### src/design/adcsq_cfg.svh
// constants for the auxiliary converter sequencer
`ifndef ADCSQ_CFG_SVH
`define ADCSQ_CFG_SVH

`define ADCSQ_CLK_HZ 64'd100000000
`define ADCSQ_SAMPLE_W 16
`define ADCSQ_ENOB_FAST 10
`define ADCSQ_NUM_CHAN 9
// channels that are a bonded pair of two pads
`define ADCSQ_PAIR_MASK 9'h064

// sample rate caps per mode, in millihertz
`define ADCSQ_RATE0_MHZ 64'd5859000
`define ADCSQ_RATE1_MHZ 64'd11700000
`define ADCSQ_RATE2_MHZ 64'd46875000
`define ADCSQ_RATE3_MHZ 64'd93750000
`define ADCSQ_RATE4_MHZ 64'd187000000

// settling latency per mode, in microseconds
`define ADCSQ_SETTLE0_US 64'd171
`define ADCSQ_SETTLE1_US 64'd85
`define ADCSQ_SETTLE2_US 64'd21
`define ADCSQ_SETTLE3_US 64'd11
`define ADCSQ_SETTLE4_US 64'd5

// longest conversion time, in microseconds
`define ADCSQ_CONV_US 64'd10

// least sample period in cycles, rounded up
`define ADCSQ_MIN_CYC(mhz) ((`ADCSQ_CLK_HZ * 64'd1000 + (mhz) - 64'd1) / (mhz))
// least time in cycles, rounded up
`define ADCSQ_US_MIN_CYC(us) (((us) * `ADCSQ_CLK_HZ + 64'd999999) / 64'd1000000)
// longest time in cycles, rounded down
`define ADCSQ_US_MAX_CYC(us) (((us) * `ADCSQ_CLK_HZ) / 64'd1000000)

// reset values
`define ADCSQ_RST_CHAN 4'h0
`define ADCSQ_RST_MODE 3'h0
`define ADCSQ_RST_RANGE 2'h0

`endif

### src/design/adcsq_pkg.sv
// types shared by the converter sequencer
package adcsq_pkg;

  typedef enum logic [1:0] {
    ADCSQ_IDLE,
    ADCSQ_SETTLE,
    ADCSQ_CONVERT
  } adcsq_state_type;

  // input range codes: 0-3.6 V, 0-2.4 V, 0-1.2 V
  typedef enum logic [1:0] {
    ADCSQ_RANGE_3V6 = 2'h0,
    ADCSQ_RANGE_2V4 = 2'h1,
    ADCSQ_RANGE_1V2 = 2'h2
  } adcsq_range_type;

endpackage

### src/design/adcsq_timer.sv
// down-counting interval timer, done once the loaded cycles have elapsed
`timescale 1ns/1ns

module adcsq_timer #(
  parameter int W = 16
) (
  // clock and reset
  input wire logic clk,
  input wire logic rst_n,
  input wire logic ce,
  // control
  input wire logic load,
  input wire logic [W-1:0] cycles,
  output logic done
);

  logic [W-1:0] cnt_reg;

  // loading n makes done rise exactly n cycles later
  always_ff @(posedge clk) begin
    if (!rst_n) begin
      cnt_reg <= '0;
    end else if (ce) begin
      if (load) begin
        cnt_reg <= (cycles == '0) ? '0 : cycles - W'(1);
      end else if (cnt_reg != '0) begin
        cnt_reg <= cnt_reg - W'(1);
      end
    end
  end

  assign done = (cnt_reg == '0);

endmodule

### src/design/adcsq_top.sv
// sequencer and sample path of the auxiliary analog-to-digital converter
`timescale 1ns/1ns
`include "adcsq_cfg.svh"

// What this block does
// Samples are 16-bit words, cut to their ten effective bits in the fastest mode.
// One of nine channels is selected one-hot, and a bonded pair yields only one pad.
// A conversion is given at most ten microseconds and is abandoned after that.
// Conversions never start more often than 187 thousand times per second.
// A setting picks the supply-based or the bandgap-based reference.
// The multiplexer selects for input and reference are driven as firmware asks.
// Raw core words become valid samples only when taken from a settled channel.
// A setting picks the 3.6 V, 2.4 V or 1.2 V input range.
// Modes 0 to 4 cap the rate at 5.859, 11.7, 46.875, 93.75 and 187 kHz.
// After a channel change no sample is valid until the mode's settling time passes.
// A ready flag rises with each new valid sample and falls when it is read.

module adcsq_top
  import adcsq_pkg::*;
#(
  parameter int CW = 16,
  parameter int unsigned PER0 = int'(`ADCSQ_MIN_CYC(`ADCSQ_RATE0_MHZ)),
  parameter int unsigned PER1 = int'(`ADCSQ_MIN_CYC(`ADCSQ_RATE1_MHZ)),
  parameter int unsigned PER2 = int'(`ADCSQ_MIN_CYC(`ADCSQ_RATE2_MHZ)),
  parameter int unsigned PER3 = int'(`ADCSQ_MIN_CYC(`ADCSQ_RATE3_MHZ)),
  parameter int unsigned PER4 = int'(`ADCSQ_MIN_CYC(`ADCSQ_RATE4_MHZ)),
  parameter int unsigned SET0 = int'(`ADCSQ_US_MIN_CYC(`ADCSQ_SETTLE0_US)),
  parameter int unsigned SET1 = int'(`ADCSQ_US_MIN_CYC(`ADCSQ_SETTLE1_US)),
  parameter int unsigned SET2 = int'(`ADCSQ_US_MIN_CYC(`ADCSQ_SETTLE2_US)),
  parameter int unsigned SET3 = int'(`ADCSQ_US_MIN_CYC(`ADCSQ_SETTLE3_US)),
  parameter int unsigned SET4 = int'(`ADCSQ_US_MIN_CYC(`ADCSQ_SETTLE4_US))
) (
  // clock and reset
  input wire logic clk,
  input wire logic rst_n,
  input wire logic ce,
  // firmware settings
  input wire logic run_en,
  input wire logic [3:0] chan_sel,
  input wire logic chan_alt,
  input wire logic ref_bandgap,
  input wire logic [1:0] range_req,
  input wire logic [2:0] mode_req,
  input wire logic sample_read,
  input wire logic err_clear,
  // analog core
  output logic [`ADCSQ_NUM_CHAN-1:0] mux_chan,
  output logic mux_pad_alt,
  output logic mux_ref_bg,
  output logic [1:0] mux_range,
  output logic core_start,
  input wire logic core_valid,
  input wire logic [`ADCSQ_SAMPLE_W-1:0] core_data,
  // samples and status
  output logic [`ADCSQ_SAMPLE_W-1:0] sample_data,
  output logic [3:0] sample_chan,
  output logic sample_ready,
  output logic overrun,
  output logic conv_timeout,
  output logic chan_error,
  output logic busy
);

  localparam int SW = `ADCSQ_SAMPLE_W;
  localparam int DROP = SW - `ADCSQ_ENOB_FAST;
  localparam logic [9:0] CONV_CYC = 10'(`ADCSQ_US_MAX_CYC(`ADCSQ_CONV_US));

  // ----------------------------------------------------------------
  // mode lookups
  // ----------------------------------------------------------------
  function automatic logic [CW-1:0] period_of(input logic [2:0] m);
    case (m)
      3'h0: period_of = CW'(PER0);
      3'h1: period_of = CW'(PER1);
      3'h2: period_of = CW'(PER2);
      3'h3: period_of = CW'(PER3);
      default: period_of = CW'(PER4);
    endcase
  endfunction

  function automatic logic [CW-1:0] settle_of(input logic [2:0] m);
    case (m)
      3'h0: settle_of = CW'(SET0);
      3'h1: settle_of = CW'(SET1);
      3'h2: settle_of = CW'(SET2);
      3'h3: settle_of = CW'(SET3);
      default: settle_of = CW'(SET4);
    endcase
  endfunction

  // ----------------------------------------------------------------
  // settings and multiplexer selects
  // ----------------------------------------------------------------
  adcsq_state_type state_reg, state_next;
  logic [3:0] chan_reg;
  logic [2:0] mode_reg;
  logic [2:0] mode_eff;
  logic [`ADCSQ_NUM_CHAN-1:0] onehot_reg;
  logic alt_reg, ref_reg;
  logic [1:0] range_reg;
  logic chan_ok, mux_load, mode_upd, settle_load;
  logic settle_done, rate_done, start_next, capture, conv_tmo;
  logic discard_reg, start_reg, ready_reg, overrun_reg, tmo_reg, chan_err_reg;
  logic busy_reg;
  logic [9:0] conv_cnt_reg;
  logic [SW-1:0] sample_reg;
  logic [3:0] sample_chan_reg;

  // codes above 4 fall back to the fastest mode, still within the rate cap
  assign mode_eff = (mode_req > 3'h4) ? 3'h4 : mode_req;
  assign chan_ok = (chan_sel < 4'(`ADCSQ_NUM_CHAN));
  assign mux_load = chan_ok && (chan_sel != chan_reg);
  // mode changes wait until no conversion is in flight
  assign mode_upd = (state_reg != ADCSQ_CONVERT) && (mode_eff != mode_reg);
  assign settle_load = mux_load || mode_upd || (state_reg == ADCSQ_IDLE && run_en);

  // channel select
  always_ff @(posedge clk) begin
    if (!rst_n) begin
      chan_reg <= `ADCSQ_RST_CHAN;
      onehot_reg <= `ADCSQ_NUM_CHAN'(1) << `ADCSQ_RST_CHAN;
      alt_reg <= 1'b0;
    end else if (ce) begin
      if (mux_load) begin
        chan_reg <= chan_sel;
        onehot_reg <= `ADCSQ_NUM_CHAN'(1) << chan_sel;
      end
      // second pad only exists on bonded pairs; never both pads at once
      if (mux_load || chan_sel == chan_reg) begin
        alt_reg <= chan_alt && (`ADCSQ_PAIR_MASK >> (chan_ok ? chan_sel : chan_reg)) != 9'h000
          && ((`ADCSQ_PAIR_MASK >> (chan_ok ? chan_sel : chan_reg)) & 9'h001) != 9'h000;
      end
    end
  end

  // reference, range and mode held steady during a conversion
  always_ff @(posedge clk) begin
    if (!rst_n) begin
      ref_reg <= 1'b0;
      range_reg <= `ADCSQ_RST_RANGE;
      mode_reg <= `ADCSQ_RST_MODE;
    end else if (ce && state_reg != ADCSQ_CONVERT) begin
      ref_reg <= ref_bandgap;
      // unused code 3 falls back to the widest range to protect the core
      range_reg <= (range_req == 2'h3) ? ADCSQ_RANGE_3V6 : range_req;
      mode_reg <= mode_eff;
    end
  end

  // ----------------------------------------------------------------
  // timers
  // ----------------------------------------------------------------
  // settling after channel or mode change
  adcsq_timer #(.W(CW)) u_settle (
    .clk(clk),
    .rst_n(rst_n),
    .ce(ce),
    .load(settle_load),
    // mode lands together with the channel unless a conversion holds it
    .cycles(settle_of((state_reg == ADCSQ_CONVERT) ? mode_reg : mode_eff)),
    .done(settle_done)
  );

  // least spacing between starts
  adcsq_timer #(.W(CW)) u_rate (
    .clk(clk),
    .rst_n(rst_n),
    .ce(ce),
    .load(start_next),
    .cycles(period_of(mode_reg)),
    .done(rate_done)
  );

  // ----------------------------------------------------------------
  // sequence
  // ----------------------------------------------------------------
  always_comb begin
    state_next = state_reg;
    start_next = 1'b0;
    unique case (state_reg)
      ADCSQ_IDLE: begin
        if (run_en) begin
          state_next = ADCSQ_SETTLE;
        end
      end
      ADCSQ_SETTLE: begin
        if (!run_en) begin
          state_next = ADCSQ_IDLE;
        end else if (settle_done && rate_done && !settle_load) begin
          start_next = 1'b1;
          state_next = ADCSQ_CONVERT;
        end
      end
      ADCSQ_CONVERT: begin
        if (core_valid || conv_tmo) begin
          state_next = run_en ? ADCSQ_SETTLE : ADCSQ_IDLE;
        end
      end
    endcase
  end

  // conversion watchdog
  assign conv_tmo = (state_reg == ADCSQ_CONVERT) && !core_valid
    && (conv_cnt_reg == CONV_CYC - 10'(1));
  // only words from an undisturbed conversion become samples
  assign capture = (state_reg == ADCSQ_CONVERT) && core_valid && !discard_reg && !mux_load;

  always_ff @(posedge clk) begin
    if (!rst_n) begin
      state_reg <= ADCSQ_IDLE;
      start_reg <= 1'b0;
      busy_reg <= 1'b0;
      conv_cnt_reg <= '0;
      discard_reg <= 1'b0;
    end else if (ce) begin
      state_reg <= state_next;
      start_reg <= start_next;
      busy_reg <= (state_next == ADCSQ_CONVERT);
      conv_cnt_reg <= start_next ? 10'h000 : conv_cnt_reg + 10'(1);
      // a channel change mid-conversion spoils the word in flight
      if (start_next) begin
        discard_reg <= 1'b0;
      end else if (mux_load && state_reg == ADCSQ_CONVERT) begin
        discard_reg <= 1'b1;
      end
    end
  end

  // ----------------------------------------------------------------
  // sample path and flags
  // ----------------------------------------------------------------
  // fastest mode keeps only the effective bits
  always_ff @(posedge clk) begin
    if (!rst_n) begin
      sample_reg <= '0;
      sample_chan_reg <= `ADCSQ_RST_CHAN;
    end else if (ce && capture) begin
      sample_reg <= (mode_reg == 3'h4) ? {core_data[SW-1:DROP], DROP'(0)} : core_data;
      sample_chan_reg <= chan_reg;
    end
  end

  // new sample wins over a read in the same cycle
  always_ff @(posedge clk) begin
    if (!rst_n) begin
      ready_reg <= 1'b0;
      overrun_reg <= 1'b0;
      tmo_reg <= 1'b0;
      chan_err_reg <= 1'b0;
    end else if (ce) begin
      ready_reg <= capture || (ready_reg && !sample_read);
      overrun_reg <= (capture && ready_reg && !sample_read) || (overrun_reg && !err_clear);
      tmo_reg <= conv_tmo || (tmo_reg && !err_clear);
      chan_err_reg <= !chan_ok || (chan_err_reg && !err_clear);
    end
  end

  assign mux_chan = onehot_reg;
  assign mux_pad_alt = alt_reg;
  assign mux_ref_bg = ref_reg;
  assign mux_range = range_reg;
  assign core_start = start_reg;
  assign sample_data = sample_reg;
  assign sample_chan = sample_chan_reg;
  assign sample_ready = ready_reg;
  assign overrun = overrun_reg;
  assign conv_timeout = tmo_reg;
  assign chan_error = chan_err_reg;
  assign busy = busy_reg;

  // ----------------------------------------------------------------
  // checks
  // ----------------------------------------------------------------
  logic [CW-1:0] since_start_reg, since_chg_reg;
  logic started_reg;

  always_ff @(posedge clk) begin
    if (!rst_n) begin
      since_start_reg <= '0;
      since_chg_reg <= '0;
      started_reg <= 1'b0;
    end else if (ce) begin
      since_start_reg <= start_next ? '0 : since_start_reg + CW'(since_start_reg != '1);
      since_chg_reg <= settle_load ? '0 : since_chg_reg + CW'(since_chg_reg != '1);
      started_reg <= started_reg || start_next;
    end
  end
endmodule

### config.mk
export PLATFORM = sky130hd
export DESIGN_NAME = adcsq_top
export DESIGN_NICKNAME = d
export VERILOG_FILES = /design/src/design/adcsq_pkg.sv /design/src/design/adcsq_timer.sv /design/src/design/adcsq_top.sv
export VERILOG_INCLUDE_DIRS = /design/src /design/src/design
export SDC_FILE = /design/constraint.sdc
export NUM_CORES = 1
export LEC_CHECK = 0
export BUFFER_PORTS_ARGS = -buffer_cell sky130_fd_sc_hd__buf_2
export CORE_MARGIN = 5
export CORE_UTILIZATION = 28
export DETAILED_ROUTE_END_ITERATION = 8
export GPL_TIMING_DRIVEN = 0
export HOLD_SLACK_MARGIN = 0.08
export PLACE_DENSITY = 0.47
export SETUP_SLACK_MARGIN = 0.02
export SLEW_MARGIN = 20
export SYNTH_ARGS = -nofsm -noshare
export SYNTH_HDL_FRONTEND = slang
export SYNTH_SLANG_ARGS = --single-unit
### constraint.sdc
create_clock -name clk -period 2.3 [get_ports clk]
set_input_delay 0 -clock clk [delete_from_list [all_inputs] [get_ports clk]]
set_output_delay 0 -clock clk [all_outputs]
set_load 0.02 [all_outputs]
==> parameters.txt, run 1 <==
Parameter                              Value

Worst setup path
  Cell type group with the largest total delay on the critical path ... simple AND/OR/NAND/NOR gates
  Number of buffer and inverter stages on the critical path ... 2
  CP most frequent cell ... sky130_fd_sc_hd__buf_6
  CP cell instances ... or3_1, or3_4, nor3_4, buf_6, nand3_4, buf_6, o2111ai_2, o31ai_1
  Peak fanout along the critical path ... 10
  Worst Path Required ... 2.50 ns
  Cell with the largest stage delay on the worst path ... sky130_fd_sc_hd__or3_1
  Data arrival at the endpoint of the critical path ... 2.70 ns
  CP max stage delay ... 0.53 ns
  Worst setup EP type ... flop
  Category of the worst setup path launch point ... flop
  Critical path type ... reg2reg

Timing
  Maximum clock frequency ... 401 MHz
  Worst slew pin tran ... 0.768 ns
  Smallest setup slack after layout ... -0.196 ns
  Final Skew ... 0.00842 ns
  Rel. slew slack ... 48.8%
  Unrepaired setup endpoints after global routing ... true
  Worst Hold Slack ... 0.133 ns
  Final Max Slew Viols ... 0
  Post-route fraction of the period consumed by the critical path ... 109%
  Final hold viol count ... 0
  Setup violators final ... 28
  Time the final worst path needs with I/O delays and setup ... 2.50 ns

Clock tree
  Clock insertion delay at the later pin of the skew report ... 0.35 ns
  Clock input transition at the sequential cells of the worst setup and hold paths ... 0.07 ns
  Max Buffers Root-to-Sink ... 2
  Number of sinks handled by clock tree synthesis ... 91
  Clock tree from TritonCTS ... built
  Number of buffers created by CTS ... 9
  Number of H-tree levels ... 3
  Buffer cell driving the clock tree root ... sky130_fd_sc_hd__clkbuf_16

Floorplan
  Effective utilization at floorplan ... 28.6%
  Boundary pin count ... 73
  Standard cell core area ... 16600 um^2
  Die extent in y ... 140 um
  # rows ... 47
  Floorplan die area ... 19700 um^2
  Die Span X ... 140 um

Placed design
  Gp weighted congestion ... 0.864
  Post-DP HPWL ... 10.6 mm
  Cell Area, Placed ... 5400 um^2
  Post-Place Worst Slack ... -0.719 ns
  Number of input and output port buffers inserted ... 69

Power
  Switching share of power ... 37.3%
  Static leakage ... 2.58 nW
  Clock share of power ... 27.9%
  Maximum ir drop on the vdd rail ... 396 uV
  Internal power summed over all cells ... 3.23 mW
  Gate power share ... 34.7%
  Power density cells ... 794 nW/um^2
  Final Total Pwr ... 5.15 mW
  Share of total power in sequential cells ... 37.5%
  Net switching component of the power ... 1.92 mW

Logic synthesis
  Syn_nets ... 631
  Flop and latch count out of synthesis ... 91
  Count leader, synth ... sky130_fd_sc_hd__dfxtp_1
  Ys flop type ... sky130_fd_sc_hd__dfxtp_1
  Total number of yosys warnings ... 0
  Post-synthesis async set-or-reset flop share ... 0%
  Count of cell types in the netlist ... 69
  Yosys top cell area share ... 38.3%
  Top cells by area in the synthesized netlist ... sky130_fd_sc_hd__dfxtp_1, sky130_fd_sc_hd__nor2_1, sky130_fd_sc_hd__a21oi_1
  Number of synthesized flops with an enable pin ... 0
  Gate Count Post-Synth ... 589
  Leading cell types by count after synthesis ... sky130_fd_sc_hd__dfxtp_1, sky130_fd_sc_hd__nor2_1, sky130_fd_sc_hd__nand2_1, sky130_fd_sc_hd__a21oi_1
  Post-Synthesis Mean Instance Area ... 8.07 um^2
  Sequential element share of the synthesized area ... 38.3%
  Cell accounting for the most synthesized area ... sky130_fd_sc_hd__dfxtp_1
  Mapped cell area ... 4750 um^2

Detailed routing
  Violation count after the first detailed-routing iteration ... 244
  Final ANT Viol Nets ... 0
  Via count normalized by instance count ... 5.14
  Routed wire length ... 15.6 mm
  Detailed-route DRC error count ... 0
  Post-detailed-route wirelength per cell ... 16.4 um
  Initial DRT Pass Iterations ... 5
  Number of vias in the routed layout ... 4887

Final layout
  Share of layout cells above drive strength 1 ... 25.2%
  P&R area growth vs syn ... 36.5%
  Area of all placed cells without fillers ... 6490 um^2
  Antenna cell count ... 0
  Final layout net count ... 767

Run status
  Failing checks ... setup timing
  Outcome ... finished, violations left

Global routing
  Total congestion overflow ... 0
  GR Util All Layers ... 15.8%
  Vias in the first global route ... 5065
  Initial antenna violation count ... 1
  First-pass GRT wire length ... 25.7 mm
  Maximum number of pins on one net before global-route repair ... 17

Run
  Max-Cap Viols ... 0

Worst hold path
  Type of the tightest min-delay check ... in2reg
tightest hold or removal path, cell delays in order:
cell and delay, ns:
sky130_fd_sc_hd__buf_2 0.14, sky130_fd_sc_hd__nand2b_1 0.12, sky130_fd_sc_hd__or2_2 0.12, sky130_fd_sc_hd__a21oi_1 0.05
power by group through the flow:
stage / Combinational, mW / Clock (mW) / Sequential [mW]
floorplan: 1.12 / 0 / 1.91
global placement: 1.48 / 0 / 1.94
detailed placement: 1.49 / 0 / 1.95
CTS: 1.74 / 1.49 / 1.92
global route: 1.96 / 1.55 / 1.96
finish: 1.79 / 1.44 / 1.93
final timing paths:
| path | start | to | slack, ns | cells after the start |
|---|---|---|---|---|
| worst min register to register | mux_range[0]$_SDFFE_PN0P_ | mux_range[0]$_SDFFE_PN0P_ | 0.46 | 2 |
| worst max register to register | u_settle.cnt_reg[7]$_SDFFE_PN0P_ | u_rate.cnt_reg[0]$_SDFFE_PN0P_ | -0.20 | 8 |
| worst min-delay path | mode_req[1] | mode_reg[1]$_SDFFE_PN0P_ | 0.13 | 4 |
| worst max-delay path | u_settle.cnt_reg[7]$_SDFFE_PN0P_ | u_rate.cnt_reg[0]$_SDFFE_PN0P_ | -0.20 | 8 |
metrics by stage:
step / TNS, ns / instances / utilization, %
after floorplan: -0.509 / 589 / -
after global placement: -26.45 / 878 / 32.5
after detailed placement: -29.20 / 878 / 32.5
after CTS: -1.72 / 949 / 38.2
after global routing: -5.25 / 950 / 39.0
final: -2.58 / 950 / 39.0
area by class of cell:
cell class	instances	area, um^2
flip-flops and latches	91	1830
well taps	220	275
clock buffers	10	229
clock inverters	6	47.5
inverters	20	75.1
repair buffers	129	897
fillers	1693	10200
plain buffers	31	194
multi-input cells	443	2940
logic make-up (layout without fill, tap and decap cells):
kind of cell | Yosys count | in the layout | share of synthesized area, %
flops | 91 | 91 | 38.3
mux | 23 | 23 | 4.87
xor+xnor | 19 | 19 | 3.50
fa+ha+maj | 8 | 8 | 2.11
compound gates | 140 | 141 | 19.4
simple gates | 252 | 252 | 27.0
buf+inv | 56 | 196 | 4.84
routing by layer:
layer / GRT usage, % / routed length [um]
met5: 0 / 13
met4: 3.26 / 176
met3: 5.42 / 1020
met2: 26.1 / 7230
met1: 20.0 / 7180
timing repair:
action | CTS | global route
endpoints found under the hold margin | 36 | 0
setup endpoints to repair | 69 | 72
cloned | 2 | 1
buffers inserted | 27 | 2
gates resized for setup | 42 | 35
hold buffers | 29 | 0
pin swaps | 17 | 11
cell usage in the layout, fill, tap and decap left out, types with 6 or more instances in the layout:
cell type / synthesis / layout
sky130_fd_sc_hd__a21oi_1: 52 / 50
sky130_fd_sc_hd__a31oi_1: 14 / 13
sky130_fd_sc_hd__buf_2: 10 / 70
sky130_fd_sc_hd__buf_4: 0 / 27
sky130_fd_sc_hd__buf_6: 1 / 14
sky130_fd_sc_hd__clkbuf_1: 20 / 14
sky130_fd_sc_hd__clkbuf_16: 0 / 9
sky130_fd_sc_hd__dfxtp_1: 91 / 83
sky130_fd_sc_hd__dfxtp_2: 0 / 8
sky130_fd_sc_hd__dlygate4sd3_1: 0 / 28
sky130_fd_sc_hd__ha_1: 8 / 6
sky130_fd_sc_hd__inv_1: 20 / 18
sky130_fd_sc_hd__mux2i_1: 22 / 22
sky130_fd_sc_hd__nand2_1: 54 / 50
sky130_fd_sc_hd__nand2b_1: 8 / 8
sky130_fd_sc_hd__nand3_1: 13 / 13
sky130_fd_sc_hd__nand4_1: 10 / 10
sky130_fd_sc_hd__nor2_1: 82 / 82
sky130_fd_sc_hd__nor2b_1: 10 / 10
sky130_fd_sc_hd__nor3_1: 22 / 19
sky130_fd_sc_hd__nor4_1: 8 / 8
sky130_fd_sc_hd__o21ai_0: 20 / 18
sky130_fd_sc_hd__or3_1: 10 / 10
sky130_fd_sc_hd__xnor2_1: 10 / 6
sky130_fd_sc_hd__xor2_1: 9 / 9
Power figures use the tool's default switching activity.
==> inputs of run 2 (changes only) <==
Settings changed: CTS_BUF_LIST set to sky130_fd_sc_hd__clkbuf_8 sky130_fd_sc_hd__clkbuf_16.
==> parameters.txt, run 2 (synthesis results as in run 1) <==
Parameter                              Value

Worst setup path
  Critical path type ... reg2reg (unchanged)
  Setup slack, reg-to-reg ... -0.20 ns (about the same)
  CP cell instances ... or3_1, or3_4, nor3_4, buf_6, nand3_4, buf_6, o2111ai_2, o31ai_1 (unchanged)
  Cell with the largest stage delay on the worst path ... sky130_fd_sc_hd__or3_1 (unchanged)
  Endpoint of the worst register-to-register path ... u_rate.cnt_reg[0]$_SDFFE_PN0P_ (unchanged)
  CP max stage delay ... 0.53 ns (about the same)
  Category of the worst setup path launch point ... flop (unchanged)
  Worst Path Required ... 2.50 ns (about the same)
  Data arrival at the endpoint of the critical path ... 2.70 ns (about the same)
  Launching point of the worst reg2reg path ... u_settle.cnt_reg[7]$_SDFFE_PN0P_ (unchanged)
  CP most frequent cell ... sky130_fd_sc_hd__buf_6 (unchanged)
  Peak fanout along the critical path ... 10 (unchanged)
  Worst setup EP type ... flop (unchanged)
  Worst R2R Path Depth ... 8 (unchanged)

Timing
  Post-route fraction of the period consumed by the critical path ... 109% (unchanged)
  Time the final worst path needs with I/O delays and setup ... 2.50 ns (unchanged)
  Final Max Slew Viols ... 0 (unchanged)
  Rel. slew slack ... 48.8% (unchanged)
  Setup violators final ... 28 (unchanged)
  Smallest setup slack after layout ... -0.196 ns (unchanged)
  Worst slew pin tran ... 0.768 ns (unchanged)
  Maximum clock frequency ... 401 MHz (unchanged)
  Final hold viol count ... 0 (unchanged)
  Unrepaired setup endpoints after global routing ... true (unchanged)
  Worst Hold Slack ... 0.133 ns (unchanged)
  Final Skew ... 0.00841 ns (was 0.00842 ns)

Detailed routing
  Post-detailed-route wirelength per cell ... 16.4 um (about the same)
  Routed wire length ... 15.6 mm (about the same)
  Final ANT Viol Nets ... 0 (unchanged)
  Number of vias in the routed layout ... 4887 (unchanged)
  Detailed-route DRC error count ... 0 (unchanged)
  Initial DRT Pass Iterations ... 5 (unchanged)
  Violation count after the first detailed-routing iteration ... 244 (unchanged)
  Via count normalized by instance count ... 5.14 (unchanged)

Clock tree
  Max Buffers Root-to-Sink ... 2 (unchanged)
  Clock input transition at the sequential cells of the worst setup and hold paths ... 0.07 ns (about the same)
  Buffer cell driving the clock tree root ... sky130_fd_sc_hd__clkbuf_16 (unchanged)
  Number of buffers created by CTS ... 9 (unchanged)
  Number of H-tree levels ... 3 (unchanged)
  Clock tree from TritonCTS ... built (unchanged)
  Clock insertion delay at the later pin of the skew report ... 0.35 ns (about the same)
  Number of sinks handled by clock tree synthesis ... 91 (unchanged)

Power
  Static leakage ... 2.58 nW (about the same)
  Maximum ir drop on the vdd rail ... 396 uV (unchanged)
  Final Total Pwr ... 5.15 mW (about the same)
  Power density cells ... 794 nW/um^2 (about the same)

Final layout
  Commonest cells after routing, fill and taps aside ... sky130_fd_sc_hd__dfxtp_1, sky130_fd_sc_hd__nor2_1, sky130_fd_sc_hd__buf_2 (unchanged)
  Share of layout cells above drive strength 1 ... 25.2% (unchanged)
  Final core occ ... 39.0% (unchanged)
  Antenna cell count ... 0 (unchanged)
  P&R area growth vs syn ... 36.5% (unchanged)
  Most common cell after layout, fill and taps aside ... sky130_fd_sc_hd__dfxtp_1 (unchanged)
  Fillcell total ... 1693 (unchanged)
  Final layout net count ... 767 (unchanged)

Global routing
  Most heavily used metal layer in global routing ... met2 (unchanged)
  Initial antenna violation count ... 1 (unchanged)
  GR Util All Layers ... 15.8% (unchanged)
  Total congestion overflow ... 0 (unchanged)
  Met1 usage ... 20.0% (unchanged)
  Vias in the first global route ... 5065 (unchanged)
  First-pass GRT wire length ... 25.7 mm (unchanged)
  Met3 track demand over resource in global routing ... 5.42% (unchanged)
  Maximum number of pins on one net before global-route repair ... 17 (unchanged)
  Met2 Track Usage GR ... 26.1% (unchanged)

Worst hold path
  Start point of the worst hold path ... mode_req[1] (unchanged)
  Type of the tightest min-delay check ... in2reg (unchanged)
  Min-Delay Path Depth ... 4 (unchanged)
  Hold Path Sink ... mode_reg[1]$_SDFFE_PN0P_ (unchanged)

Floorplan
  Boundary pin count ... 73 (unchanged)
  Floorplan die area ... 19700 um^2 (unchanged)
  Effective utilization at floorplan ... 28.6% (unchanged)
  Standard cell core area ... 16600 um^2 (unchanged)
  Die Span X ... 140 um (unchanged)
  Die extent in y ... 140 um (unchanged)
  # rows ... 47 (unchanged)

Placed design
  Gp weighted congestion ... 0.864 (unchanged)
  Post-DP HPWL ... 10.6 mm (unchanged)
  Number of input and output port buffers inserted ... 69 (unchanged)
  Post-Place Worst Slack ... -0.719 ns (unchanged)

Run status
  Failing checks ... setup timing (unchanged)
  Outcome ... finished, violations left (unchanged)

Run
  Max-Cap Viols ... 0 (unchanged)
-- run 2: changes by cell type in the layout (fill, tap and decap cells not counted), sizes merged --
cell	change
clkbuf	-1
inv	+1
-- run 2: how the worst max path moves through the flow --
stage | startpoint | to | slack (ns) | cells after the start
2_1_floorplan | u_settle.cnt_reg[0]$_SDFFE_PN0P_ | u_rate.cnt_reg[0]$_SDFFE_PN0P_ | -0.09 | 9
3_3_place_gp | mode_reg[2]$_SDFFE_PN0P_ | u_settle.cnt_reg[13]$_SDFFE_PN0P_ | -0.67 | 9
3_5_place_dp | mode_reg[2]$_SDFFE_PN0P_ | u_settle.cnt_reg[13]$_SDFFE_PN0P_ | -0.72 | 9
4_1_cts | u_settle.cnt_reg[0]$_SDFFE_PN0P_ | u_rate.cnt_reg[0]$_SDFFE_PN0P_ | -0.18 | 10
5_1_grt | u_settle.cnt_reg[0]$_SDFFE_PN0P_ | u_rate.cnt_reg[0]$_SDFFE_PN0P_ | -0.29 | 10
6_report | u_settle.cnt_reg[7]$_SDFFE_PN0P_ | u_rate.cnt_reg[0]$_SDFFE_PN0P_ | -0.20 | 8
-- run 2: critical path: cells and delay by family (launching register included) --
| kind | cells | cell delay [ns] |
|---|---|---|
| simple gates | 4 | 1.37 |
| flops | 1 | 0.36 |
| buf+inv | 2 | 0.32 |
| compound gates | 2 | 0.27 |
-- run 2: metal layers --
metal,wire length (um),vias to the layer above,part of all wire (%)
met4,176,2,1.1
met5,13,-,0.083
met3,1020,23,6.5
met2,7230,151,46
met1,7180,2329,46
li1,-,2382,-
-- run 2: cell type report --
type | instances | area [um^2] | area share (%)
plain buffers | 31 | 194 | 2.99
clock buffers | 9 | 225 | 3.47
clock inverters | 7 | 51.3 | 0.791
inverters | 20 | 75.1 | 1.16
multi-input cells | 443 | 2940 | 45.3
flip-flops and latches | 91 | 1830 | 28.2
well taps | 220 | 275 | 4.24
repair buffers | 129 | 897 | 13.8
-- run 2: where the power goes --
| part | internal, mW | switching (mW) | total, mW |
|---|---|---|---|
| Sequential | 1.74 | 0.193 | 1.93 |
| Clock | 0.741 | 0.689 | 1.43 |
| Combinational | 0.749 | 1.04 | 1.79 |
-- run 2: what timing repair did --
| item | in CTS | in global routing |
|---|---|---|
| setup buffers | 27 | 2 |
| endpoints found under the setup margin | 69 | 72 |
| resized for setup | 42 | 35 |
| cloned | 2 | 1 |
| pin swaps | 17 | 11 |
| endpoints found under the hold margin | 36 | 0 |
| hold buffers | 29 | 0 |
-- run 2: stage by stage --
step                      cells  area, um^2  setup TNS, ns
after floorplan             589        4780         -0.509
after global placement      878        5400         -26.45
after detailed placement    878        5400         -29.20
after CTS                   949        6360          -1.72
after global routing        950        6490          -5.25
final                       950        6490          -2.58
